File: src/core/dio_map.svh
// register offsets, field positions and reset values of the digital port block
// assumes byte addressing on a 32-bit Avalon-MM slave, one register per word
`ifndef DIO_MAP_SVH
`define DIO_MAP_SVH

// ------------------------------------------------------------
// register offsets
// ------------------------------------------------------------
`define DIO_OFF_SELECT 5'h00
`define DIO_OFF_DIR 5'h04
`define DIO_OFF_PORT_IN 5'h08
`define DIO_OFF_PORT_OUT 5'h0c
`define DIO_OFF_LINE_IN 5'h10
`define DIO_OFF_LINE_OUT 5'h14
`define DIO_OFF_STATUS 5'h18

// ------------------------------------------------------------
// field positions
// ------------------------------------------------------------
`define DIO_SEL_PORT_LSB 0
`define DIO_SEL_LINE_LSB 4
`define DIO_ST_BAD_PORT 0
`define DIO_ST_BAD_LINE 1

// ------------------------------------------------------------
// reset values
// ------------------------------------------------------------
`define DIO_RST_SEL 8'h00
`define DIO_RST_DIR 6'h00
`define DIO_RST_OUT 24'h000000
`define DIO_RST_ERR 2'h0

`endif

File: src/core/dio_pkg.sv
// types shared by the digital port block
// assumes nothing beyond the map header
`default_nettype none

package dio_pkg;

    // ------------------------------------------------------------
    // port selection codes
    // ------------------------------------------------------------
    typedef enum logic [2:0] {
        port_one_a = 3'h0,
        port_one_b = 3'h1,
        port_one_c = 3'h2,
        port_one_c_low_half = 3'h3,
        port_one_c_high_half = 3'h4
    } port_id_t;

    typedef enum logic [1:0] {
        st_idle = 2'h1,
        st_ack = 2'h2
    } bus_state_t;

    typedef struct packed {
        logic read;
        logic write;
        logic [4:0] address;
        logic [31:0] writedata;
    } avm_req_t;

    typedef struct packed {
        logic [7:0] port_one_c;
        logic [7:0] port_one_b;
        logic [7:0] port_one_a;
    } dio_lines_t;

endpackage

`default_nettype wire

File: src/core/digital_io_port_block.sv
// digital_in_out port block: three 8-bit ports, port c split into halves
// assumes one 40 MHz clock, synchronous reset, pins asynchronous to the clock
`include "dio_map.svh"
`default_nettype none

module digital_io_port_block import dio_pkg::*; (
    input wire logic i_clk,
    input wire logic i_rst,
    input wire avm_req_t i_bus,
    output logic [31:0] o_readdata,
    output logic o_waitrequest,
    input wire dio_lines_t i_line_level,
    output dio_lines_t o_line_drive,
    output dio_lines_t o_line_drive_en
);

    // ------------------------------------------------------------
    // selection decode
    // ------------------------------------------------------------
    function automatic logic port_ok(input logic [2:0] p);
        port_ok = (p <= 3'(port_one_c_high_half));
    endfunction

    function automatic logic port_half(input logic [2:0] p);
        port_half = (p == 3'(port_one_c_low_half)) || (p == 3'(port_one_c_high_half));
    endfunction

    function automatic logic [4:0] port_base(input logic [2:0] p);
        case (p)
            3'h1: port_base = 5'h08;
            3'h2: port_base = 5'h10;
            3'h3: port_base = 5'h10;
            3'h4: port_base = 5'h14;
            default: port_base = 5'h00;
        endcase
    endfunction

    // nibble lanes owned by a selection; none for an invalid code
    function automatic logic [5:0] port_nibs(input logic [2:0] p);
        case (p)
            3'h0: port_nibs = 6'h03;
            3'h1: port_nibs = 6'h0c;
            3'h2: port_nibs = 6'h30;
            3'h3: port_nibs = 6'h10;
            3'h4: port_nibs = 6'h20;
            default: port_nibs = 6'h00;
        endcase
    endfunction

    function automatic logic [23:0] expand(input logic [5:0] n);
        logic [23:0] v;
        v = 24'h000000;
        for (int k = 0; k < 6; k++) begin
            v[k*4 +: 4] = {4{n[k]}};
        end
        expand = v;
    endfunction

    // ------------------------------------------------------------
    // state
    // ------------------------------------------------------------
    bus_state_t state;
    bus_state_t next_state;
    logic [7:0] sel;
    logic [5:0] dir_nib;
    logic [23:0] out_store;
    logic [23:0] pin_meta;
    logic [23:0] pin_sync;
    logic [1:0] err;
    logic [7:0] next_sel;
    logic [5:0] next_dir;
    logic [23:0] next_out;
    logic [1:0] next_err;
    logic [31:0] next_readdata;
    logic [23:0] dir_lanes;

    // ------------------------------------------------------------
    // named decode wires
    // ------------------------------------------------------------
    wire [2:0] sel_port = sel[`DIO_SEL_PORT_LSB +: 3];
    wire [3:0] sel_line = sel[`DIO_SEL_LINE_LSB +: 4];
    wire port_valid = port_ok(sel_port);
    wire [3:0] line_top = port_half(sel_port) ? 4'h3 : 4'h7;
    wire line_valid = port_valid && (sel_line <= line_top);
    wire [4:0] base = port_base(sel_port);
    wire [5:0] sel_nibs = port_nibs(sel_port);
    wire [23:0] port_mask = expand(sel_nibs);
    // an invalid selection owns no lanes, so its port reads come back as zero
    wire [7:0] lane_mask = !port_valid ? 8'h00 :
        port_half(sel_port) ? 8'h0f : 8'hff;
    wire [23:0] pin_shift = pin_sync >> base;
    wire [23:0] out_shift = out_store >> base;
    wire [7:0] pin_port = pin_shift[7:0] & lane_mask;
    wire [7:0] out_port = out_shift[7:0] & lane_mask;
    wire line_pin = line_valid & pin_shift[sel_line[2:0]];
    wire line_out = line_valid & out_shift[sel_line[2:0]];
    wire [4:0] line_pos = base + {2'h0, sel_line[2:0]};
    wire [23:0] line_bit = line_valid ? (24'h000001 << line_pos) : 24'h000000;

    wire req = i_bus.read | i_bus.write;
    wire taking = (state == st_ack);
    wire wr = taking & i_bus.write;
    wire hit_sel = (i_bus.address == `DIO_OFF_SELECT);
    wire hit_dir = (i_bus.address == `DIO_OFF_DIR);
    wire hit_pin = (i_bus.address == `DIO_OFF_PORT_IN);
    wire hit_out = (i_bus.address == `DIO_OFF_PORT_OUT);
    wire hit_lpin = (i_bus.address == `DIO_OFF_LINE_IN);
    wire hit_lout = (i_bus.address == `DIO_OFF_LINE_OUT);
    wire hit_stat = (i_bus.address == `DIO_OFF_STATUS);
    wire wd_level = i_bus.writedata[0];
    wire [7:0] wd_byte = i_bus.writedata[7:0] & lane_mask;

    // whole-port write keeps other ports; line write reuses the stored value
    wire [23:0] put_port = (out_store & ~port_mask) | ({16'h0000, wd_byte} << base);
    wire [23:0] put_line = wd_level ? (out_store | line_bit) : (out_store & ~line_bit);

    wire bad_port = taking && (hit_dir || hit_pin || hit_out) && !port_valid;
    wire bad_line = taking && (hit_lpin || hit_lout) && !line_valid;
    wire [1:0] err_set = {bad_line, bad_port};
    wire [1:0] err_clr = (wr && hit_stat) ? i_bus.writedata[1:0] : 2'h0;

    // ------------------------------------------------------------
    // next values
    // ------------------------------------------------------------
    assign next_state = (state == st_idle && req) ? st_ack : st_idle;
    assign next_sel = (wr && hit_sel) ? i_bus.writedata[7:0] : sel;
    assign next_dir = !(wr && hit_dir) ? dir_nib :
        (wd_level ? (dir_nib | sel_nibs) : (dir_nib & ~sel_nibs));
    // stored value updates whatever the direction; only the enable gates the pin
    assign next_out = (wr && hit_out && port_valid) ? put_port :
        (wr && hit_lout && line_valid) ? put_line : out_store;
    // a new error wins over a clear in the same cycle
    assign next_err = (err & ~err_clr) | err_set;

    assign next_readdata =
        hit_sel ? {24'h000000, sel} :
        hit_dir ? {26'h0000000, dir_nib} :
        hit_pin ? {24'h000000, pin_port} :
        hit_out ? {24'h000000, out_port} :
        hit_lpin ? {31'h00000000, line_pin} :
        hit_lout ? {31'h00000000, line_out} :
        hit_stat ? {30'h00000000, err} : 32'h00000000;

    // ------------------------------------------------------------
    // direction lanes
    // ------------------------------------------------------------
    for (genvar g = 0; g < 6; g++) begin : g_lane
        assign dir_lanes[g*4 +: 4] = {4{next_dir[g]}};
    end

    // ------------------------------------------------------------
    // pin synchroniser
    // ------------------------------------------------------------
    always_ff @(posedge i_clk) begin
        pin_meta <= i_line_level;
        pin_sync <= pin_meta;
    end

    // ------------------------------------------------------------
    // bus slave and registers
    // ------------------------------------------------------------
    always_ff @(posedge i_clk) begin
        if (i_rst) begin
            state <= st_idle;
            o_waitrequest <= 1'b1;
            o_readdata <= 32'h00000000;
        end else begin
            state <= next_state;
            o_waitrequest <= (next_state != st_ack);
            o_readdata <= (state == st_idle && i_bus.read) ? next_readdata : o_readdata;
        end
    end

    always_ff @(posedge i_clk) begin
        if (i_rst) begin
            sel <= `DIO_RST_SEL;
            dir_nib <= `DIO_RST_DIR;
            out_store <= `DIO_RST_OUT;
            err <= `DIO_RST_ERR;
        end else begin
            sel <= next_sel;
            dir_nib <= next_dir;
            out_store <= next_out;
            err <= next_err;
        end
    end

    // outputs follow the next values so they leave straight from flops
    always_ff @(posedge i_clk) begin
        if (i_rst) begin
            o_line_drive <= dio_lines_t'(`DIO_RST_OUT);
            o_line_drive_en <= dio_lines_t'(24'h000000);
        end else begin
            o_line_drive <= dio_lines_t'(next_out);
            o_line_drive_en <= dio_lines_t'(dir_lanes);
        end
    end
endmodule

`default_nettype wire

File: config.mk
export PLATFORM = sky130hd
export DESIGN_NAME = digital_io_port_block
export DESIGN_NICKNAME = d
export VERILOG_FILES = /design/src/core/dio_pkg.sv /design/src/core/digital_io_port_block.sv
export VERILOG_INCLUDE_DIRS = /design/src /design/src/core
export SDC_FILE = /design/constraint.sdc
export NUM_CORES = 1
export LEC_CHECK = 0
export BUFFER_PORTS_ARGS = -buffer_cell sky130_fd_sc_hd__buf_2
export CORE_MARGIN = 2
export CORE_UTILIZATION = 40
export CTS_BUF_LIST = sky130_fd_sc_hd__clkbuf_4
export DETAILED_ROUTE_END_ITERATION = 16
export PLACE_DENSITY = 0.7
export SETUP_SLACK_MARGIN = 0.5
export SKIP_LAST_GASP = 1
export SYNTH_ARGS = -nofsm -noshare
export SYNTH_HDL_FRONTEND = slang
export SYNTH_SLANG_ARGS = --single-unit
File: constraint.sdc
create_clock -name i_clk -period 7.2 [get_ports i_clk]
set_clock_uncertainty 0.15 [all_clocks]
set_input_delay 0.36 -clock i_clk [delete_from_list [all_inputs] [get_ports i_clk]]
set_output_delay 0.36 -clock i_clk [all_outputs]
set_load 0.1 [all_outputs]
* Word level (Yosys, flattened, before mapping)
Index checks and enable logic that the tools add are counted.
Storage, ports and cells: bits in registers 162, input bits 65, output and inout bits 81, word-level logic and storage cells 103
Operators by class: add/sub/neg operators 1, order comparisons 3, equal/unequal tests 13, shifts and indexed selects 4, mux-type cells 25, bitwise operators 19, reduce and logical (&&, ||, !) cells 23
Operator list (number):
- $mux W24 | 5
- $and A24 B24 Y24 | 2
- $mux W8 | 6
- $not A24 Y24 | 2
- $or A24 B24 Y24 | 2
- $shr A24 B5 Y8 | 2
- $pmux W6 S5 | 1
- $and A8 B8 Y8 | 3
- $shl A1 B5 Y24 const A | 1
- $shl A8 B5 Y24 | 1
- $eq A5 B5 Y1 const B | 3
- $pmux W5 S3 | 1
- $logic_and A1 B1 Y1 | 14
- $mux W6 | 2
- $eq A5 B4 Y1 const B | 2
- $mux W2 | 5
- $and A6 B6 Y6 | 1
- $bmux W1 S3 | 2
- $eq A3 B2 Y1 const B | 2
- $lt A3 B6 Y1 const B | 1
- $not A6 Y6 | 1
- $or A6 B6 Y6 | 1
- $add A5 B3 Y5 | 1
- $eq A5 B3 Y1 const B | 1
- other kinds (19) | 26

* Logic depth before layout (Yosys ltp)
Gate-level depths: netlist (run 1).
depth after elaboration 13, gate-level depth with buffers 12, gate-level depth less buffers 9

* Worst setup path before layout (run 1)
Ideal clock, no wire load.
path type reg2reg, start reg sel[1], end reg o_line_drive[10] (netlist name), setup time 134 ps, data arrival time 2546 ps, data required time 6916 ps, slack 4370 ps, cell stages (with the launch flop) 13, buffers on the path 3, clock period less this slack 2830 ps, cell sequence dfxtp_1 buf_4 nor2b_1 clkbuf_1 a21o_1 ha_1 nand3_1 a211o_4 or3_1 clkbuf_1 and3_1 a21oi_1 o22ai_1
On the way: word-level cells in the longest chain between the ends 12, elaborated cells on any way between the ends 32, those cells by class add/sub (1); order compare (2); eq/ne (4); shift (2); mux (10); bitwise (7); reduce/logical (6)
Ends and longest elaborated chain:
- start, declared | line digital_io_port_block.sv:64 | logic [7:0] sel;
- start signal, assigned | line digital_io_port_block.sv:176 | sel <= `DIO_RST_SEL;
- start signal, assigned | line digital_io_port_block.sv:181 | sel <= next_sel;
- $eq A3 B2 Y1 (tied with other cells) | line digital_io_port_block.sv:25, digital_io_port_block.sv:29, digital_io_port_block.sv:40
- $reduce_or A2 Y1 (no line) or $logic_or A1 B1 Y1 (tied branches)
- $pmux W5 S3 or $mux W3 (tied branches) | line digital_io_port_block.sv:29, digital_io_port_block.sv:83
- $add A5 B3 Y5 or $le A4 B3 Y1 (tied branches) | line digital_io_port_block.sv:97, digital_io_port_block.sv:84
- $shl A1 B5 Y24 or $logic_and A1 B1 Y1 (tied branches) | line digital_io_port_block.sv:98, digital_io_port_block.sv:84
- $mux W24 | line digital_io_port_block.sv:98 | wire [23:0] line_bit = line_valid ? (24'h000001 << line_pos) : 24'h000000;
- $not A24 Y24 | line digital_io_port_block.sv:115 | wire [23:0] put_line = wd_level ? (out_store | line_bit) : (out_store & ~line_bit);
- $and A24 B24 Y24 | line digital_io_port_block.sv:115
- $mux W24 | line digital_io_port_block.sv:115
- $mux W24 | line digital_io_port_block.sv:131 | (wr && hit_lout && line_valid) ? put_line : out_store;
- $mux W24 * | line digital_io_port_block.sv:130 | assign next_out = (wr && hit_out && port_valid) ? put_port :
- $mux W24 *
- end signal, assigned | line digital_io_port_block.sv:191 | o_line_drive <= dio_lines_t'(`DIO_RST_OUT);
- end signal, assigned | line digital_io_port_block.sv:194 | o_line_drive <= dio_lines_t'(next_out);
- end, declared | line digital_io_port_block.sv:13 | output dio_lines_t o_line_drive,
Mark *: on every way between the ends. The rest lies on a longest branch, timed or not. A chain may end at the register's enable or synchronous reset.

* Worst setup path after layout (run 1)
start reg sel[1], end reg o_line_drive[6] (netlist name)
Same word-level chain as after synthesis.

==> key figures, run 1 <==
Status
  • Run status: complete, no violations

Floorplan
  • Die area: roughly 0.013 mm2
  • Horiz. Die Dim: ~110 um
  • I/O pin count: 146
  • Site Rows: 40
  • Core Region: 0.0120 mm2
  • Chip Height: approximately 110 um
  • Initial Util: 0.410

STA
  • Peak Freq: 0.268 GHz
  • Max-slew headroom at the worst pin: 0.345
  • Final Hold Fails: 0
  • Hold Slack: 0.0121 ns
  • Worst-margin pin slew: 0.983 ns
  • # setup viols final: 0
  • Final setup TNS: 0 ns
  • Final Cycle Share: 0.517
  • RSZ-0062 raised after global routing: no
  • Max-slew violation count: 0
  • Tmin final: ~3.7 ns

Route
  • Vias: between 4000 and 5000
  • TritonRoute pass-1 iters: 5
  • Final wirelength: 14.9 mm
  • Iteration-0 DRC Markers: 364
  • DR WL/cell: 18.9 um
  • Residual DRC: 0
  • Vias per cell: 5.90
  • Routed Antenna Nets: 0

Layout
  • Final Instance Area: ~0.0056 mm2
  • Fillers: ~1100
  • Final Util: 0.468
  • Inserted Diodes: 0
  • Layout area overhead: 14.2%
  • Final net count: roughly 710
  • Share of cells above drive strength 1: 0.213

Synth
  • Number of synthesized flops with an enable pin: 0
  • Adder and majority gate portion of the synthesized area: 0.00763
  • Largest family of logic cells by synthesized area: simple AND/OR/NAND/NOR gates
  • Register area share after synthesis: 0.391
  • XOR/XNOR share of the synthesized area: 0
  • Flop and latch count out of synthesis: 96
  • Post-synth top area cell: dfxtp_1
  • Gate count of the mapped netlist: 558
  • Yosys cell types: 71
  • Mux cell area share after synthesis: 0.0880
  • Compound-Gate Fraction of Synth Area: 0.200
  • Synth area leaders: dfxtp_1, buf_4, mux2i_1
  • Main synth FF type: dfxtp_1
  • Synth async-reset ratio: 0
  • Ys Warns: 0
  • Share of the synthesized area in the top cell type: 0.391
  • Most instantiated library cell after synthesis: dfxtp_1
  • Simple-gate area share of the yosys netlist: 0.208
  • Commonest cells post-synth: dfxtp_1, buf_4, nand2_1, nor2_1, mux2i_1
  • Syn Area/Cell: 8.82 um2
  • Mapped Area: around 0.005 mm2

Critical path
  • Setup CP Type: reg -> reg
  • CP startpoint kind: flop
  • Critical Path Max Stage Delay: 0.91 ns
  • Required @ worst endpoint: 7.40 ns
  • Cell at the slowest stage of the critical path: dfxtp_1
  • Crit path arrival time: approximately 4 ns
  • CP Max Fanout: 17
  • Critical-path cell list: nor3b_2 -> a21o_1 -> ha_1 -> nand3_1 -> a211o_4 -> nor3_2 -> nand4_1 -> a311oi_1 -> a211oi_1
  • CP endpoint kind: flop

Clock network
  • Root Buffer: clkbuf_4
  • Clock-pin slew on the worst setup and hold paths: approximately 0.18 ns
  • Clock buffer depth: 2
  • CTS Sinks: 96
  • Count of cells resized by post-cts repair: 0
  • Post-CTS Setup Bufs: 0
  • CTS Buf Count: 9
  • Clk Latency, worst-skew pair: 0.48 ns
  • CTS tree: done
  • Cts hold-fix bufs: 26
  • H-tree levels: 3

Pwr
  • Worst ir drop on vdd: 0.137 mV
  • Combinational share of power: 0.153
  • Clock share of power: 0.297
  • Leakage Power: approximately 2.4 nW
  • Pwr per Cell Area: 180 mW/mm2
  • Flop pwr share: 0.550
  • Net Sw Power: 0.346 mW
  • Net Sw Frac: 0.341
  • Internal power: 0.668 mW

Global routing
  • GRT Total Usage: 0.226
  • First-pass GRT wire length: 23.3 mm
  • Initial antenna violation count: 0
  • Vias in the first global route: roughly 4400
  • Largest net degree at the start of global routing: 50
  • GRT overflow: 0

Placement
  • Post-DP HPWL: about 10 mm
  • Placed Area: 0.00521 mm2
  • RePlAce Congestion: 1.02
  • Port Buffers: 97

Hold path
  • Min-Delay Path Class: in -> reg

Job
  • Max Cap Viol: 0
worst paths after layout:
| path | start | slack, ns | end | depth (start not counted) |
|---|---|---|---|---|
| setup / recovery | sel[1] | 3.47 | o_line_drive[6] | 9 |
| hold / removal | i_bus[5] | 0.01 | sel[5] | 3 |
| setup reg to reg | sel[1] | 3.47 | o_line_drive[6] | 9 |
| hold reg to reg | pin_meta[3] | 0.18 | pin_sync[3] | 0 |
critical path: cells and delay by family, from the launching register on:
| kind | cells | cell delay, ns |
|---|---|---|
| simple gates | 4 | 1.24 |
| flops | 1 | 0.91 |
| compound gates | 4 | 1.03 |
| fa+ha+maj | 1 | 0.26 |
layout by cell type (no fill, tap or decap), types with 4 or more instances in the layout:
master,count
o21ai_0,14
dfxtp_1,96
nand3_1,19
a32oi_1,5
nor2b_1,13
clkbuf_4,9
a21oi_1,29
and2_1,5
inv_1,7
mux2_2,5
a22oi_1,14
nand2b_1,10
a22o_1,6
a21o_1,4
o221ai_1,6
mux2i_1,32
nand4_1,12
o22ai_1,17
dlygate4sd3_1,26
nand2_1,42
and3_1,8
conb_1,24
nor2_1,42
buf_2,97
a221oi_1,5
a31oi_1,7
nor3_1,11
per-stage QoR:
| stage | worst slack [ns] | total power, mW | cells |
|---|---|---|---|
| 3_3_place_gp | 3.58 | 0.709 | 748 |
| 2_1_floorplan | 4.37 | 0.692 | 581 |
| 3_5_place_dp | 3.53 | 0.711 | 748 |
| 4_1_cts | 3.50 | 1.02 | 790 |
| 5_1_grt | 3.24 | 1.05 | 790 |
| 6_report | 3.47 | 1.01 | 790 |
layer usage:
layer	track usage	vias to the layer above	share of wire
li1	-	2134	-
met1	0.294	2191	0.41
met2	0.362	292	0.46
met3	0.0490	45	0.092
met4	0.102	0	0.036
met5	0	-	0
state kept, by name, indices dropped and copies added (netlist names), named ones only:
signal        count
o_line_drive     22
sel               8
o_readdata        8
out_store         2
pin_sync         24
state             2
pin_meta         24
err               2
area by class of cell:
cell class	count	area [um2]	share of cell area
inverters	8	30.0	0.00534
well taps	147	184	0.0327
multi-input cells	397	2560	0.456
flip-flops and latches	96	1920	0.342
clock inverters	7	85.1	0.0151
repair buffers	126	768	0.137
clock buffers	9	67.6	0.0120
logic make-up after synthesis:
logic type      after synthesis
simple gates                191
mux                          41
compound gates              138
other cells                   1
buf+inv                      88
fa+ha+maj                     3
flops                        96
power groups by stage:
| stage | clock network (mW) | logic, mW | registers (mW) |
|---|---|---|---|
| floorplan | 0 | 0.0975 | 0.594 |
| global placement | 0 | 0.141 | 0.568 |
| detailed placement | 0 | 0.142 | 0.569 |
| CTS | 0.306 | 0.153 | 0.557 |
| global route | 0.327 | 0.162 | 0.560 |
| finish | 0.301 | 0.155 | 0.557 |
(Power assumes the default switching activity.)
==> inputs of run 2 (changes only) <==
Settings changed: PLACE_DENSITY 0.7 to 0.73.
Clock period 7.2 ns to 3.2 ns, I/O delays scaled along.
==> key figures, run 2 (same netlist as run 1, synthesis figures left out) <==
Clock network
  • CTS tree: done (unchanged)
  • Clock-pin slew on the worst setup and hold paths: 0.19 ns (was 0.18 ns)
  • H-tree levels: 3 (unchanged)
  • Clk Latency, worst-skew pair: 0.47 ns (was 0.48 ns)
  • CTS Buf Count: 9 (unchanged)
  • Clock buffer depth: 2 (unchanged)
  • Root Buffer: clkbuf_4 (unchanged)
  • CTS Sinks: 96 (unchanged)

Route
  • DR WL/cell: 19.0 um (was 18.9 um)
  • Vias: 4872 (was 4662)
  • Routed Antenna Nets: 0 (unchanged)
  • Iteration-0 DRC Markers: 470 (was 364)
  • Residual DRC: 0 (unchanged)
  • TritonRoute pass-1 iters: 6 (was 5)
  • Final wirelength: 15.7 mm (was 14.9 mm)
  • Vias per cell: 5.91 (was 5.90)

Floorplan
  • Site Rows: 40 (unchanged)
  • Die area: 0.0132 mm2 (unchanged)
  • Core Region: 0.0120 mm2 (unchanged)
  • I/O pin count: 146 (unchanged)
  • Horiz. Die Dim: 115 um (unchanged)
  • Initial Util: 0.410 (unchanged)
  • Chip Height: 115 um (unchanged)

Critical path
  • CP endpoint kind: flop (unchanged)
  • Crit path arrival time: 2.86 ns (was 3.92 ns)
  • Reg2Reg Depth: 11 (was 9)
  • Critical path buffers and inverters: 2 (was 0)
  • Critical-path cell list: nor3b_4 -> a21o_1 -> ha_4 -> nand3_4 -> a211o_4 -> buf_4 -> nor3_4 -> buf_6 -> nand4_1 -> mux2i_1 -> a21oi_1 (was nor3b_2 -> a21o_1 -> ha_1 -> nand3_1 -> a211o_4 -> nor3_2 -> nand4_1 -> a311oi_1 -> a211oi_1)
  • Critical Path Max Stage Delay: 0.41 ns (was 0.91 ns)
  • R2r setup slk: 0.54 ns (was 3.47 ns)
  • CP Max Fanout: 7 (was 17)
  • Worst path top cell family by delay: compound AO/OA/AOI/OAI gates (was simple AND/OR/NAND/NOR gates)
  • Setup CP Type: reg -> reg (unchanged)
  • Required @ worst endpoint: 3.40 ns (was 7.40 ns)
  • Worst R2R Start: sel[2] (was sel[1])
  • FF-to-FF End: o_line_drive[21] (was o_line_drive[6])
  • Cell at the slowest stage of the critical path: dfxtp_4 (was dfxtp_1)
  • CP startpoint kind: flop (unchanged)

STA
  • Max-slew headroom at the worst pin: 0.587 (was 0.345)
  • # setup viols final: 0 (unchanged)
  • Hold Slack: 0.0322 ns (was 0.0121 ns)
  • Peak Freq: 0.376 GHz (was 0.268 GHz)
  • Worst-margin pin slew: 0.618 ns (was 0.983 ns)
  • Final Cycle Share: 0.831 (was 0.517)
  • Final Hold Fails: 0 (unchanged)
  • RSZ-0062 raised after global routing: yes (was no)
  • Max-slew violation count: 0 (unchanged)
  • Final setup TNS: 0 ns (unchanged)
  • Tmin final: 2.66 ns (was 3.73 ns)
  • Setup ws final: 0.539 ns (was 3.47 ns)

Placement
  • RePlAce Congestion: 0.978 (was 1.02)
  • Post-Place Cells: 761 (was 748)
  • Worst slack, placed: 0.403 ns (was 3.53 ns)
  • Placed Area: 0.00532 mm2 (was 0.00521 mm2)
  • Post-DP HPWL: 10.6 mm (was 10.5 mm)
  • Port Buffers: 97 (unchanged)

Pwr
  • Pwr per Cell Area: 395 mW/mm2 (was 180 mW/mm2)
  • Worst ir drop on vdd: 0.423 mV (was 0.137 mV)
  • Leakage Power: 2.62 nW (was 2.41 nW)
  • Total power: 2.40 mW (was 1.01 mW)

Global routing
  • Vias in the first global route: 4421 (was 4371)
  • Largest net degree at the start of global routing: 35 (was 50)
  • GRT overflow: 0 (unchanged)
  • First-pass GRT wire length: 23.7 mm (was 23.3 mm)
  • GRT Total Usage: 0.231 (was 0.226)
  • Initial antenna violation count: 0 (unchanged)

Hold path
  • Hold Crit Start: i_bus[38] (was i_bus[5])
  • Hold Path Sink: o_readdata[0] (was sel[5])
  • Min-Delay Path Class: in -> reg (unchanged)
  • Worst hold stages: 4 (was 3)

Layout
  • Layout area overhead: 23.2% (was 14.2%)
  • Share of cells above drive strength 1: 0.265 (was 0.213)
  • Most common cell after layout, fill and taps aside: buf_2 (unchanged)
  • Inserted Diodes: 0 (unchanged)
  • Top flop regs: pin_meta x24, pin_sync x24, o_line_drive x22 (unchanged)
  • Non-Filler Instances: 825 (was 790)
  • Final Instance Area: 0.00606 mm2 (was 0.00562 mm2)
  • Fillers: 1103 (was 1149)
  • Final Util: 0.505 (was 0.468)
  • Most frequent cells in the layout: buf_2, dfxtp_1, nand2_1, nor2_1, dlygate4sd3_1 (was buf_2, dfxtp_1, nor2_1, nand2_1, mux2i_1)
  • Final net count: 741 (was 706)

Status
  • Run status: complete, no violations (unchanged)

Job
  • Max Cap Viol: 0 (unchanged)
-- run 2: cell types whose count changed in the layout (fill, tap and decap cells not counted), moves of 3 or more --
cell	change
dlygate4sd3_1	+12
buf_4	+18
buf_6	+4
clkinv_8	-3
-- run 2: timing repair --
action	4_1_cts	5_1_grt
hold buffers	38	0
gates cloned	0	1
hold endpoints to repair	53	0
pin swaps	2	11
gates resized for setup	4	24
setup endpoints to repair	14	23
setup buffers	4	5
-- run 2: layout make-up --
class                           count  area [um2]  area share
Timing Repair Buffer              161        1070       0.177
Inverter                            8        30.0     0.00495
Clock inverter                      6        97.6      0.0161
Sequential cell                    96        1930       0.318
Clock buffer                       10        75.1      0.0124
Multi-Input combinational cell    397        2680       0.442
Tap cell                          147         184      0.0303
-- run 2: worst min-delay path, cell delays in order --
cell and delay (ns):
buf_2 0.12, o2111ai_1 0.11, nor3_1 0.07, o32a_1 0.16
-- run 2: routing by layer --
layer / up-vias / part of all wire / GRT usage
met1: 2276 / 0.39 / 0.285
met2: 317 / 0.46 / 0.386
met3: 66 / 0.096 / 0.0559
met5: - / 0 / 0
li1: 2213 / - / -
met4: 0 / 0.047 / 0.0940
-- run 2: worst max-delay path by stage --
stage,endpoint,depth (start not counted),startpoint
2_1_floorplan,o_line_drive[10],12,sel[1]
3_3_place_gp,o_line_drive[20],9,sel[1]
3_5_place_dp,o_line_drive[20],9,sel[1]
4_1_cts,o_line_drive[20],10,sel[1]
5_1_grt,o_readdata[0],9,sel[2]
6_report,o_line_drive[21],11,sel[2]
-- run 2: report_power, final --
group	leakage (nW)	internal, mW	switching (mW)	total [mW]
registers	0.794	1.24	0.0166	1.25
clock network	0.0939	0.340	0.440	0.781
logic	1.74	0.0853	0.278	0.364
total	2.62	1.66	0.735	2.40
==> inputs of run 3 (changes only) <==
Settings changed: PLACE_DENSITY 0.73 to 0.7.
Clock period 3.2 ns to 2.45 ns, I/O delays scaled along.
==> key figures, run 3 (same netlist as run 1, synthesis figures left out) <==
Clock network
  • CTS Buf Count: 9 (unchanged)
  • CTS Sinks: 96 (unchanged)
  • Clock-pin slew on the worst setup and hold paths: 0.19 ns (about the same)
  • H-tree levels: 3 (unchanged)
  • Clock buffer depth: 2 (unchanged)
  • Clk Latency, worst-skew pair: 0.49 ns (was 0.47 ns)
  • CTS tree: done (unchanged)
  • Root Buffer: clkbuf_4 (unchanged)

Placement
  • Placed Area: 0.00559 mm2 (was 0.00532 mm2)
  • Worst slack, placed: -0.212 ns (was 0.403 ns)
  • Post-DP HPWL: 11.5 mm (was 10.6 mm)
  • RePlAce Congestion: 1.03 (was 0.978)
  • Port Buffers: 97 (unchanged)

Route
  • Vias per cell: 5.92 (was 5.91)
  • Residual DRC: 0 (unchanged)
  • Routed Antenna Nets: 0 (unchanged)
  • Final wirelength: 16.8 mm (was 15.7 mm)
  • Vias: 5120 (was 4872)
  • Iteration-0 DRC Markers: 486 (was 470)
  • DR WL/cell: 19.5 um (was 19.0 um)
  • TritonRoute pass-1 iters: 5 (was 6)

Layout
  • Most frequent cells in the layout: buf_2, dfxtp_1, buf_4 (was buf_2, dfxtp_1, nand2_1, nor2_1, dlygate4sd3_1)
  • Multi-input logic area: 0.00277 mm2 (was 0.00268 mm2)
  • Most common cell after layout, fill and taps aside: buf_2 (unchanged)
  • Register area: 0.00194 mm2 (was 0.00193 mm2)
  • Layout area overhead: 32.7% (was 23.2%)
  • Inserted Diodes: 0 (unchanged)
  • Final net count: 781 (was 741)
  • Final Instance Area: 0.00653 mm2 (was 0.00606 mm2)
  • Share of cells above drive strength 1: 0.347 (was 0.265)
  • Fillers: 1076 (was 1103)
  • Top flop regs: pin_meta x24, pin_sync x24, o_line_drive x22 (unchanged)

STA
  • Final Cycle Share: 1.07 (was 0.831)
  • Tmin final: 2.62 ns (was 2.66 ns)
  • Peak Freq: 0.382 GHz (was 0.376 GHz)
  • Setup ws final: -0.169 ns (was 0.539 ns)
  • Max-slew headroom at the worst pin: 0.606 (was 0.587)
  • Final Hold Fails: 0 (unchanged)
  • Max-slew violation count: 0 (unchanged)
  • Worst-margin pin slew: 0.584 ns (was 0.618 ns)
  • RSZ-0062 raised after global routing: yes (unchanged)
  • Hold Slack: 0.0500 ns (was 0.0322 ns)
  • # setup viols final: 21 (was 0)
  • Final setup TNS: -1.95 ns (was 0 ns)

Critical path
  • Crit path arrival time: 2.90 ns (was 2.86 ns)
  • CP Launch Point: sel[2] (unchanged)
  • CP endpoint kind: flop (unchanged)
  • CP Max Fanout: 6 (was 7)
  • Reg2Reg Depth: 10 (was 11)
  • Setup CP Type: reg -> reg (unchanged)
  • Cell at the slowest stage of the critical path: dfxtp_4 (unchanged)
  • Critical Path Max Stage Delay: 0.40 ns (was 0.41 ns)
  • Worst R2R Start: sel[2] (unchanged)
  • Critical-path cell list: nor3b_4 -> a21o_1 -> ha_1 -> nand3_2 -> a211o_4 -> nor4_4 -> buf_6 -> nand4_1 -> mux2_4 -> a21oi_2 (was nor3b_4 -> a21o_1 -> ha_4 -> nand3_4 -> a211o_4 -> buf_4 -> nor3_4 -> buf_6 -> nand4_1 -> mux2i_1 -> a21oi_1)
  • Required @ worst endpoint: 2.73 ns (was 3.40 ns)
  • CP startpoint kind: flop (unchanged)

Floorplan
  • I/O pin count: 146 (unchanged)
  • Chip Height: 115 um (unchanged)
  • Core Region: 0.0120 mm2 (unchanged)
  • Horiz. Die Dim: 115 um (unchanged)
  • Initial Util: 0.410 (unchanged)
  • Site Rows: 40 (unchanged)
  • Die area: 0.0132 mm2 (unchanged)

Global routing
  • Initial antenna violation count: 0 (unchanged)
  • First-pass GRT wire length: 25.2 mm (was 23.7 mm)
  • GRT overflow: 0 (unchanged)
  • GRT Total Usage: 0.250 (was 0.231)
  • Largest net degree at the start of global routing: 49 (was 35)
  • Vias in the first global route: 4750 (was 4421)

Status
  • Failing checks: negative setup slack
  • Run status: complete, but fails checks (was complete, no violations)

Hold path
  • Hold Crit Start: i_bus[34] (was i_bus[38])
  • Min-Delay Path Class: in -> reg (unchanged)
  • Worst hold stages: 5 (was 4)

Job
  • Max Cap Viol: 0 (unchanged)

Pwr
  • Worst ir drop on vdd: 0.383 mV (was 0.423 mV)
  • Pwr per Cell Area: 466 mW/mm2 (was 395 mW/mm2)
  • Leakage Power: 2.87 nW (was 2.62 nW)
## run 3: cell types whose count changed in the layout (fill, tap and decap cells not counted), moves of 3 or more
cell,delta
a21oi_1,-4
a21oi_2,+4
a221oi_1,-3
a221oi_2,+3
buf_12,+3
buf_4,+30
buf_6,+6
dfxtp_1,-10
dfxtp_2,+10
nand3_2,+3
nor2_2,-3
o21ai_0,-4
o21ai_1,+4
## run 3: per-stage QoR
step / instances / utilization / total power, mW
5_1_grt: 865 / 0.544 / 3.15
2_1_floorplan: 581 / - / 2.03
4_1_cts: 853 / 0.529 / 3.04
6_report: 865 / 0.544 / 3.04
3_3_place_gp: 793 / 0.465 / 2.10
3_5_place_dp: 793 / 0.465 / 2.10
## run 3: critical path: cells and delay by family, from the launching register on
family	cells	cell delay, ns
adders and majority gates	1	0.28
DFF	1	0.40
buffers and inverters	1	0.17
AOI/OAI and AO/OA	3	0.65
and+or+nand+nor	4	0.56
muxes	1	0.35
## run 3: path summary, 6_finish.rpt
kind,slack [ns],to
max reg2reg,-0.17,o_line_drive[23]
min reg2reg,0.18,pin_sync[22]
min,0.05,flop
max,-0.17,o_line_drive[23]
## run 3: layout make-up
| cell class | count | share of cell area |
|---|---|---|
| clock inverter | 7 | 0.0126 |
| multi-input combinational | 397 | 0.424 |
| tap | 147 | 0.0282 |
| timing repair buffer | 201 | 0.223 |
| clock buffer | 9 | 0.0103 |
| sequential | 96 | 0.297 |
| inverter | 8 | 0.00517 |
## run 3: layer usage
| metal | up-vias | track usage | wire [um] |
|---|---|---|---|
| met5 | - | 0 | 0 |
| met4 | 0 | 0.135 | 827 |
| met3 | 71 | 0.0469 | 1650 |
| met2 | 333 | 0.407 | 7860 |
| met1 | 2413 | 0.313 | 6500 |
| li1 | 2303 | - | - |
## run 3: report_power, final
group          leakage (nW)  switching (mW)  internal, mW
clock network        0.0780           0.661         0.251
registers             0.799          0.0225          1.62
logic                  1.99           0.370         0.123
## run 3: what timing repair did
item                                    in CTS  in global routing
resized for setup                           48                 20
endpoints found under the setup margin      33                 41
gates cloned                                 0                  2
hold buffers                                38                  0
pin swaps                                   25                 11
hold endpoints to repair                    50                  0
buffers inserted                             6                 10
